--- src/srcm_pkg.sv ---
// Package of constants and types for the SYSREF capture monitor
// Operation
// - Four-bit ignore count skips that many leading SYSREF transitions; zero acts on next.
// - Timestamp delayed by programmable 0 to 127 sample clocks; field resets to 0x40.
// - Read-only status byte: hold margin bits 7:4, setup margin bits 3:0, reset zero.
// - Divider phase at capture kept as four-bit code in half-cycle steps.
// - Read-only eight-bit counter increments once per captured SYSREF event.
// - Counter cleared while flag-reset bit set; wraps to zero after 255.
// - Flag-reset bit held high keeps setup and hold flags cleared.
package srcm_pkg;
   localparam int          ADDR_W        = 12;
   localparam int          DATA_W        = 32;
   localparam logic [9:0]  IDX_CTRL      = 10'h120;
   localparam logic [9:0]  IDX_SKIP      = 10'h121;
   localparam logic [9:0]  IDX_TSDLY     = 10'h123;
   localparam logic [9:0]  IDX_MARGIN    = 10'h128;
   localparam logic [9:0]  IDX_PHASE     = 10'h129;
   localparam logic [9:0]  IDX_COUNT     = 10'h12A;
   localparam logic [9:0]  IDX_INT_STAT  = 10'h130;
   localparam logic [9:0]  IDX_INT_MASK  = 10'h131;
   localparam int          CTRL_FRST_BIT = 6;
   localparam int          CTRL_MODE_LSB = 1;
   localparam logic [1:0]  MODE_OFF      = 2'h0;
   localparam logic [1:0]  MODE_CONT     = 2'h1;
   localparam logic [1:0]  MODE_NSHOT    = 2'h2;
   localparam logic [1:0]  MODE_RST      = 2'h0;
   localparam logic        FRST_RST      = 1'h0;
   localparam logic [3:0]  SKIP_RST      = 4'h0;
   localparam int          TSDLY_W       = 7;
   localparam int          TSDLY_DEPTH   = 128;
   localparam logic [6:0]  TSDLY_RST     = 7'h40;
   localparam logic [7:0]  MARGIN_RST    = 8'h00;
   localparam logic [3:0]  PHASE_RST     = 4'h0;
   localparam logic [7:0]  COUNT_RST     = 8'h00;
   localparam logic [7:0]  COUNT_MAX     = 8'hFF;
   localparam int          INT_W         = 3;
   localparam int          INT_CAPT_BIT  = 0;
   localparam int          INT_STAMP_BIT = 1;
   localparam int          INT_WRAP_BIT  = 2;
   localparam logic [2:0]  INT_MASK_RST  = 3'h0;
   localparam logic [1:0]  RESP_OKAY     = 2'h0;
   localparam logic [1:0]  RESP_SLVERR   = 2'h2;

   typedef struct packed {
      logic [3:0] hold;
      logic [3:0] setup;
   } srcm_margin_s;

   typedef struct packed {
      logic       flag_rst;
      logic [1:0] mode;
   } srcm_ctrl_s;

   typedef enum logic [1:0] {ST_OFF, ST_CONT, ST_SKIP, ST_DONE} srcm_state_e;
endpackage : srcm_pkg

--- src/srcm_top.sv ---
// SYSREF capture monitor with AXI4-Lite register slave
`timescale 1ns/1ps
module srcm_top (
   input  wire logic                      aclk,
   input  wire logic                      aresetn,
   input  wire logic                      sysref_in,
   input  wire logic [3:0]                div_phase,
   input  wire logic [7:0]                margin_in,
   output logic                           sysref_stamp,
   output logic                           irq,
   input  wire logic [srcm_pkg::ADDR_W-1:0] s_axi_awaddr,
   input  wire logic                      s_axi_awvalid,
   output logic                           s_axi_awready,
   input  wire logic [srcm_pkg::DATA_W-1:0] s_axi_wdata,
   input  wire logic [3:0]                s_axi_wstrb,
   input  wire logic                      s_axi_wvalid,
   output logic                           s_axi_wready,
   output logic [1:0]                     s_axi_bresp,
   output logic                           s_axi_bvalid,
   input  wire logic                      s_axi_bready,
   input  wire logic [srcm_pkg::ADDR_W-1:0] s_axi_araddr,
   input  wire logic                      s_axi_arvalid,
   output logic                           s_axi_arready,
   output logic [srcm_pkg::DATA_W-1:0]    s_axi_rdata,
   output logic [1:0]                     s_axi_rresp,
   output logic                           s_axi_rvalid,
   input  wire logic                      s_axi_rready
);
   import srcm_pkg::*;

   srcm_ctrl_s          ctrl_reg;
   logic [3:0]          skip_cfg_reg;
   logic [TSDLY_W-1:0]  tsdly_reg;
   srcm_margin_s        margin_reg;
   logic [3:0]          phase_reg;
   logic [7:0]          count_reg;
   logic [INT_W-1:0]    int_stat_reg;
   logic [INT_W-1:0]    int_mask_reg;
   logic [INT_W-1:0]    int_ev;
   logic [INT_W-1:0]    int_stat_next;
   srcm_state_e         state_reg;
   logic [3:0]          skip_cnt_reg;
   logic                sr_sync;
   logic                sr_prev_reg;
   logic                sr_edge;
   logic                capture;
   logic                mode_on;
   logic [7:0]          margin_sync;
   logic                stamp_pulse;
   logic                aw_got_reg;
   logic                w_got_reg;
   logic [ADDR_W-1:0]   awaddr_reg;
   logic [DATA_W-1:0]   wdata_reg;
   logic                wstrb0_reg;
   logic                wr_fire;
   logic                rd_fire;
   logic [DATA_W-1:0]   rd_value;

   // Address decode shared by read and write paths
   function automatic logic addr_hit(input logic [ADDR_W-1:0] a);
      logic [9:0] i;
      i = a[ADDR_W-1:2];
      addr_hit = (i == IDX_CTRL) || (i == IDX_SKIP) || (i == IDX_TSDLY) ||
                 (i == IDX_MARGIN) || (i == IDX_PHASE) || (i == IDX_COUNT) ||
                 (i == IDX_INT_STAT) || (i == IDX_INT_MASK);
   endfunction : addr_hit

   // Input synchronisers
   srcm_sync #(.W(1)) u_sync_sysref (
      .aclk    (aclk),
      .aresetn (aresetn),
      .d_in    (sysref_in),
      .d_out   (sr_sync)
   );

   srcm_sync #(.W(8)) u_sync_margin (
      .aclk    (aclk),
      .aresetn (aresetn),
      .d_in    (margin_in),
      .d_out   (margin_sync)
   );

   // Timestamp delay line
   srcm_delay_line #(.DEPTH(TSDLY_DEPTH), .SELW(TSDLY_W)) u_delay (
      .aclk      (aclk),
      .aresetn   (aresetn),
      .pulse_in  (capture),
      .delay     (tsdly_reg),
      .pulse_out (stamp_pulse)
   );

   assign sysref_stamp = stamp_pulse;

   // Transition detect
   always_ff @(posedge aclk) begin
      if (!aresetn) begin
         sr_prev_reg <= 1'b0;
      end else begin
         sr_prev_reg <= sr_sync;
      end
   end

   assign sr_edge = sr_sync & ~sr_prev_reg;
   assign mode_on = (ctrl_reg.mode == MODE_CONT) || (ctrl_reg.mode == MODE_NSHOT);
   assign capture = sr_edge &&
                    ((state_reg == ST_CONT) || ((state_reg == ST_SKIP) && (skip_cnt_reg == 4'h0)));

   // Capture mode sequencing
   always_ff @(posedge aclk) begin
      if (!aresetn) begin
         state_reg    <= ST_OFF;
         skip_cnt_reg <= SKIP_RST;
      end else begin
         case (state_reg)
            ST_OFF: begin
               if (ctrl_reg.mode == MODE_CONT) begin
                  state_reg <= ST_CONT;
               end else if (ctrl_reg.mode == MODE_NSHOT) begin
                  state_reg    <= ST_SKIP;
                  skip_cnt_reg <= skip_cfg_reg;
               end
            end
            ST_CONT: begin
               if (!mode_on) begin
                  state_reg <= ST_OFF;
               end else if (ctrl_reg.mode == MODE_NSHOT) begin
                  state_reg <= ST_DONE;
               end
            end
            ST_SKIP: begin
               if (ctrl_reg.mode == MODE_CONT) begin
                  state_reg <= ST_CONT;
               end else if (!mode_on) begin
                  state_reg <= ST_OFF;
               end else if (sr_edge) begin
                  if (skip_cnt_reg == 4'h0) begin
                     state_reg <= ST_DONE;
                  end else begin
                     skip_cnt_reg <= skip_cnt_reg - 4'h1;
                  end
               end
            end
            ST_DONE: begin
               if (ctrl_reg.mode == MODE_CONT) begin
                  state_reg <= ST_CONT;
               end else if (!mode_on) begin
                  state_reg <= ST_OFF;
               end
            end
            default: begin
               state_reg <= ST_OFF;
            end
         endcase
      end
   end

   // Captured-event counter
   always_ff @(posedge aclk) begin
      if (!aresetn) begin
         count_reg <= COUNT_RST;
      end else if (ctrl_reg.flag_rst) begin
         count_reg <= COUNT_RST;
      end else if (capture) begin
         count_reg <= count_reg + 8'h01;
      end
   end

   // Margin status snapshot
   always_ff @(posedge aclk) begin
      if (!aresetn) begin
         margin_reg <= MARGIN_RST;
      end else if (ctrl_reg.flag_rst) begin
         margin_reg <= MARGIN_RST;
      end else if (capture) begin
         margin_reg <= margin_sync;
      end
   end

   // Divider phase snapshot
   always_ff @(posedge aclk) begin
      if (!aresetn) begin
         phase_reg <= PHASE_RST;
      end else if (capture) begin
         phase_reg <= div_phase;
      end
   end

   // Interrupt status, set wins over read clear
   assign int_ev[INT_CAPT_BIT]  = capture;
   assign int_ev[INT_STAMP_BIT] = stamp_pulse;
   assign int_ev[INT_WRAP_BIT]  = capture && !ctrl_reg.flag_rst && (count_reg == COUNT_MAX);

   always_comb begin
      int_stat_next = int_stat_reg;
      if (rd_fire && (s_axi_araddr[ADDR_W-1:2] == IDX_INT_STAT)) begin
         int_stat_next = '0;
      end
      int_stat_next = int_stat_next | int_ev;
   end

   always_ff @(posedge aclk) begin
      if (!aresetn) begin
         int_stat_reg <= '0;
         irq          <= 1'b0;
      end else begin
         int_stat_reg <= int_stat_next;
         irq          <= |(int_stat_next & int_mask_reg);
      end
   end

   // Write address and data channels, taken in either order
   assign wr_fire = aw_got_reg && w_got_reg && !s_axi_bvalid;

   always_ff @(posedge aclk) begin
      if (!aresetn) begin
         s_axi_awready <= 1'b0;
         aw_got_reg    <= 1'b0;
         awaddr_reg    <= '0;
      end else begin
         s_axi_awready <= !s_axi_awready && s_axi_awvalid && !aw_got_reg && !s_axi_bvalid;
         if (s_axi_awready && s_axi_awvalid) begin
            aw_got_reg <= 1'b1;
            awaddr_reg <= s_axi_awaddr;
         end else if (wr_fire) begin
            aw_got_reg <= 1'b0;
         end
      end
   end

   always_ff @(posedge aclk) begin
      if (!aresetn) begin
         s_axi_wready <= 1'b0;
         w_got_reg    <= 1'b0;
         wdata_reg    <= '0;
         wstrb0_reg   <= 1'b0;
      end else begin
         s_axi_wready <= !s_axi_wready && s_axi_wvalid && !w_got_reg && !s_axi_bvalid;
         if (s_axi_wready && s_axi_wvalid) begin
            w_got_reg  <= 1'b1;
            wdata_reg  <= s_axi_wdata;
            wstrb0_reg <= s_axi_wstrb[0];
         end else if (wr_fire) begin
            w_got_reg <= 1'b0;
         end
      end
   end

   // Write response
   always_ff @(posedge aclk) begin
      if (!aresetn) begin
         s_axi_bvalid <= 1'b0;
         s_axi_bresp  <= RESP_OKAY;
      end else if (wr_fire) begin
         s_axi_bvalid <= 1'b1;
         s_axi_bresp  <= addr_hit(awaddr_reg) ? RESP_OKAY : RESP_SLVERR;
      end else if (s_axi_bready) begin
         s_axi_bvalid <= 1'b0;
      end
   end

   // Writable registers, low byte lane only
   always_ff @(posedge aclk) begin
      if (!aresetn) begin
         ctrl_reg     <= '{flag_rst: FRST_RST, mode: MODE_RST};
         skip_cfg_reg <= SKIP_RST;
         tsdly_reg    <= TSDLY_RST;
         int_mask_reg <= INT_MASK_RST;
      end else if (wr_fire && wstrb0_reg) begin
         case (awaddr_reg[ADDR_W-1:2])
            IDX_CTRL: begin
               ctrl_reg.flag_rst <= wdata_reg[CTRL_FRST_BIT];
               ctrl_reg.mode     <= wdata_reg[CTRL_MODE_LSB +: 2];
            end
            IDX_SKIP:     skip_cfg_reg <= wdata_reg[3:0];
            IDX_TSDLY:    tsdly_reg    <= wdata_reg[TSDLY_W-1:0];
            IDX_INT_MASK: int_mask_reg <= wdata_reg[INT_W-1:0];
            default: begin
            end
         endcase
      end
   end

   // Read channel
   assign rd_fire = s_axi_arready && s_axi_arvalid;

   always_comb begin
      rd_value = '0;
      case (s_axi_araddr[ADDR_W-1:2])
         IDX_CTRL: begin
            rd_value[CTRL_FRST_BIT]       = ctrl_reg.flag_rst;
            rd_value[CTRL_MODE_LSB +: 2]  = ctrl_reg.mode;
         end
         IDX_SKIP:     rd_value[3:0]         = skip_cfg_reg;
         IDX_TSDLY:    rd_value[TSDLY_W-1:0] = tsdly_reg;
         IDX_MARGIN:   rd_value[7:0]         = margin_reg;
         IDX_PHASE:    rd_value[3:0]         = phase_reg;
         IDX_COUNT:    rd_value[7:0]         = count_reg;
         IDX_INT_STAT: rd_value[INT_W-1:0]   = int_stat_reg;
         IDX_INT_MASK: rd_value[INT_W-1:0]   = int_mask_reg;
         default:      rd_value              = '0;
      endcase
   end

   always_ff @(posedge aclk) begin
      if (!aresetn) begin
         s_axi_arready <= 1'b0;
         s_axi_rvalid  <= 1'b0;
         s_axi_rdata   <= '0;
         s_axi_rresp   <= RESP_OKAY;
      end else begin
         s_axi_arready <= !s_axi_arready && s_axi_arvalid && !s_axi_rvalid;
         if (rd_fire) begin
            s_axi_rvalid <= 1'b1;
            s_axi_rdata  <= rd_value;
            s_axi_rresp  <= addr_hit(s_axi_araddr) ? RESP_OKAY : RESP_SLVERR;
         end else if (s_axi_rready) begin
            s_axi_rvalid <= 1'b0;
         end
      end
   end
endmodule : srcm_top

--- src/srcm_sync.sv ---
// Two-stage synchroniser for signals from outside the clock domain
`timescale 1ns/1ps
module srcm_sync #(
   parameter int W = 1
) (
   input  wire logic         aclk,
   input  wire logic         aresetn,
   input  wire logic [W-1:0] d_in,
   output logic      [W-1:0] d_out
);
   logic [W-1:0] meta_reg;

   always_ff @(posedge aclk) begin
      if (!aresetn) begin
         meta_reg <= '0;
         d_out    <= '0;
      end else begin
         meta_reg <= d_in;
         d_out    <= meta_reg;
      end
   end
endmodule : srcm_sync

--- src/srcm_delay_line.sv ---
// Programmable pulse delay line in sample clock cycles
`timescale 1ns/1ps
module srcm_delay_line #(
   parameter int DEPTH = 128,
   parameter int SELW  = 7
) (
   input  wire logic            aclk,
   input  wire logic            aresetn,
   input  wire logic            pulse_in,
   input  wire logic [SELW-1:0] delay,
   output logic                 pulse_out
);
   logic [DEPTH-1:0] line_reg;

   // Tap 0 is the input itself, so the output lags by delay plus one
   always_ff @(posedge aclk) begin
      if (!aresetn) begin
         line_reg  <= '0;
         pulse_out <= 1'b0;
      end else begin
         line_reg  <= {line_reg[DEPTH-2:0], pulse_in};
         pulse_out <= (delay == '0) ? pulse_in : line_reg[delay - 1'b1];
      end
   end
endmodule : srcm_delay_line

--- config.mk ---
export PLATFORM = sky130hd
export DESIGN_NAME = srcm_top
export DESIGN_NICKNAME = d
export VERILOG_FILES = /design/src/srcm_pkg.sv /design/src/srcm_top.sv /design/src/srcm_sync.sv /design/src/srcm_delay_line.sv
export SDC_FILE = /design/constraint.sdc
export NUM_CORES = 1
export LEC_CHECK = 0
export BUFFER_PORTS_ARGS = -buffer_cell sky130_fd_sc_hd__buf_4
export CORE_AREA = 3 3 157 159
export CTS_CLUSTER_DIAMETER = 30
export DETAILED_ROUTE_END_ITERATION = 10
export DIE_AREA = 0 0 160 162
export HOLD_SLACK_MARGIN = 0.03
export PLACE_DENSITY_LB_ADDON = 0.25
export SLEW_MARGIN = 0
export SYNTH_ARGS = -nofsm -noshare
export SYNTH_HDL_FRONTEND = slang
export SYNTH_SLANG_ARGS = --single-unit
--- constraint.sdc ---
create_clock -name aclk -period 2.4 [get_ports aclk]
set_input_delay 0.6 -clock aclk [delete_from_list [all_inputs] [get_ports aclk]]
set_output_delay 0.6 -clock aclk [all_outputs]
set_load 0.05 [all_outputs]
==> summary.txt <==
Clock tree
  • Max Buffers Root-to-Sink: 3
  • CTS buffer count: 45
  • Setup Fix Bufs, Post-CTS: 0
  • Clock transition at the registers of the reported paths: 0.05 ns
  • Sink Count: 230
  • Clock latency on the worst-skew pair: 0.52 ns
  • Hold_buf cts: 0
  • CTS tree: done
  • CTS H-tree depth: 2
  • CTS Root Cell: clkbuf_16

Pwr
  • Logic pwr share: 3.2%
  • Sequential share of power: 37.3%
  • P_int: 8149 uW
  • Net Sw Power: 2248 uW
  • Pwr/cell area: 887.1 nW/um^2
  • Max VDD drop: 0.5880 mV
  • Leak pwr: 0.004543 uW
  • Sw Ratio: 21.62%
  • Clk pwr share: 59.5%

Logic synthesis
  • Synthesized flop and latch total: 230
  • Synth Instances: 883
  • Synth Flop Type: dfxtp_1
  • YS warnings: 0
  • EDFF count, synth: 0
  • Synth async-reset ratio: 0%
  • Synth unique cells: 67
  • Seq/Total Area, Yosys: 49.28%
  • Cell Area, Synth: 9343 sq um
  • Syn_area_per_cell: 10.58 sq um

Timing
  • F_max: 436.3 MHz
  • Slew Limit Fails: 0
  • Skew final: 0.02455 ns
  • Final min period: 2.292 ns
  • Setup TNS Final: 0 ns
  • Final period utilization: 95.49%
  • Final hold vios: 0
  • # setup viols final: 0
  • Measured slew at the worst slew-check pin: 0.6141 ns
  • Worst slew margin: 59.06%
  • RSZ-0062 raised after global routing: no

Cells and area
  • Max reg flops: 128
  • Antenna Cells: 0
  • # nets final: 1056
  • Layout area overhead: 25.46%
  • Share of cells above drive strength 1: 22.76%
  • Final design utilization: 50.09%

Setup path
  • Chain of cells forming the critical path: inv_2, ha_2, buf_12, mux4_2, a22o_1, o31ai_1, o211ai_1, a41o_1
  • WP data arrival: 2.68 ns
  • Worst path slowest cell: ha_2
  • Worst Setup Path Type: reg2reg
  • CP endpoint kind: flip-flop
  • Max incr delay on CP: 0.39 ns
  • Worst Path Required: 2.79 ns
  • FF-to-FF Start: tsdly_reg[0]$_SDFFE_PN0P_
  • CP startpoint: tsdly_reg[0]$_SDFFE_PN0P_
  • CP top delay family: compound AO/OA/AOI/OAI gates
  • Worst path buffer plus inverter count: 2
  • Critical Path Fanout Max: 15
  • Setup crit start kind: flip-flop

GRT
  • Vias in the first global route: 6242
  • Busiest metal layer after global routing: met2
  • Global-route met3 utilization: 3.698%
  • Largest net degree at the start of global routing: 82
  • Global route overflow: 0
  • Gr usage total: 14.51%
  • Initial antenna violation count: 0
  • GRT met1 Usage: 19.45%
  • Global-route wire length before repair: 31220 um
  • GR Util met2: 22.97%

Min path
  • Hold Path Class: in2reg
  • Hold_sp: margin_in[6]

Placed design
  • HPWL after DPL: 12580 um
  • RD Place Congestion: 0.8047
  • PortBufs: 64

Die
  • DIE AREA: 25920 sq um
  • Die Span Y: 162 um
  • Core area: 23400 sq um
  • Boundary pin count: 123
  • Die X: 160 um
  • Core Rows: 56
  • Initial Util: 39.92%

Detailed routing
  • Routed len/inst: 14.33 um
  • Drt total wl: 18990 um
  • Initial DRC Count: 290
  • DRT Pass-1 Iters: 4
  • Number of remaining DRC errors: 0
  • ANT nets after route: 0
  • Via Count: 6300
  • Via density: 4.755

Outcome
  • Status: completed

Run
  • Max Cap Violations: 0
==> Yosys cell counts, types with 5 or more instances <==
master    number  area [sq um]
buf_4         28         210.2
inv_1         10         37.54
ha_1           6         75.07
nand2b_1      10         62.56
mux4_2        31         698.2
mux2i_1       53         530.5
nor3_1         9         45.04
nor2b_1       32         200.2
a21oi_1        8         40.04
xor2_1         8         70.07
and2_1       159         994.7
nand2_1       58         217.7
nand3_1       15         75.07
a21boi_0      28         210.2
buf_2          8         40.04
dfxtp_1      230          4604
clkbuf_1      37         138.9
nor2_1        32         120.1
a22o_1         5         43.79
o21ai_0       12         60.06
a22oi_1        5         37.54
nand4_1       12         75.07
==> metrics by stage <==
step / worst slack (ns) / power [uW] / hold slack [ns] / std cells / area [sq um]
detailed placement: 0.09813 / 4288 / 0.4196 / 1241 / 10150
global placement: 0.1137 / 4288 / 0.4204 / 1241 / 10150
global route: 0.009350 / 10750 / 0.2895 / 1325 / 11720
finish: 0.1082 / 10400 / 0.3092 / 1325 / 11720
floorplan: 0.03531 / 4208 / 0.4119 / 908 / 9454
CTS: 0.06130 / 10540 / 0.2910 / 1324 / 11690
==> worst paths after layout <==
| check | slack, ns | cells after the start | end |
|---|---|---|---|
| max | 0.11 | 8 | u_delay.pulse_out$_SDFF_PN0_ |
| min | 0.31 | 2 | u_sync_margin.meta_reg[6]$_SDFF_PN0_ |
| max reg2reg | 0.11 | 8 | u_delay.pulse_out$_SDFF_PN0_ |
| min reg2reg | 0.41 | 1 | u_sync_margin.d_out[2]$_SDFF_PN0_ |
==> metal layers <==
layer	vias up	share of wire [%]
li1	3173	-
met3	32	4.7
met5	-	0
met4	0	2.3
met1	2968	48
met2	127	45
==> cells by family (layout without fill, tap and decap cells) <==
family | after synthesis | after routing | share of synthesized area [%]
compound gates | 95 | 95 | 7.500
xor+xnor | 13 | 13 | 1.299
fa+ha+maj | 6 | 6 | 0.8035
buf+inv | 90 | 188 | 5.089
flops | 230 | 230 | 49.28
mux | 88 | 88 | 13.63
other cells | 1 | 26 | 0.04014
simple gates | 360 | 360 | 22.35
==> timing repair <==
item / 4_1_cts / 5_1_grt
endpoints found under the setup margin: 0 / 1
hold endpoints to repair: 0 / 0
resized for setup: 0 / 1
==> cell type report <==
class | instances | area [sq um]
Fill cell | 2106 | 11680
Sequential cell | 230 | 4606
Multi-Input combinational cell | 588 | 4363
Clock buffer | 57 | 1264
Timing Repair Buffer | 95 | 768.2
Tap cell | 319 | 399.1
Clock inverter | 26 | 284.0
Inverter | 10 | 37.54
==> power groups by stage <==
| stage | combinational [uW] | clock, uW | sequential [uW] |
|---|---|---|---|
| detailed placement | 337 | 0 | 3950 |
| CTS | 337 | 6330 | 3880 |
| global route | 362 | 6520 | 3880 |
| finish | 335 | 6180 | 3880 |
| floorplan | 244 | 0 | 3960 |
| global placement | 337 | 0 | 3950 |
==> cells in the final DEF, fill, tap and decap left out, types with 4 or more instances in the layout <==
cell / count
a22o_1: 5
conb_1: 26
xor2_1: 8
and3_1: 4
nand2_1: 58
clkbuf_16: 48
bufinv_16: 4
a21boi_0: 28
a221oi_1: 4
nor2b_1: 32
nand3_1: 15
clkinv_4: 5
mux2i_1: 53
clkbuf_1: 5
clkinvlp_4: 5
buf_4: 91
o21ai_0: 12
mux4_2: 31
a21oi_1: 7
ha_1: 5
nand2b_1: 10
nor3_1: 9
nand4_1: 12
nor3b_1: 4
inv_1: 9
nor2_1: 32
dfxtp_1: 229
inv_6: 6
clkinv_2: 6
a22oi_1: 5
and2_1: 159
clkbuf_8: 5
o211ai_1: 4
mux2_2: 4
xnor2_1: 4
Note: power is estimated with default switching activity, not from simulation.
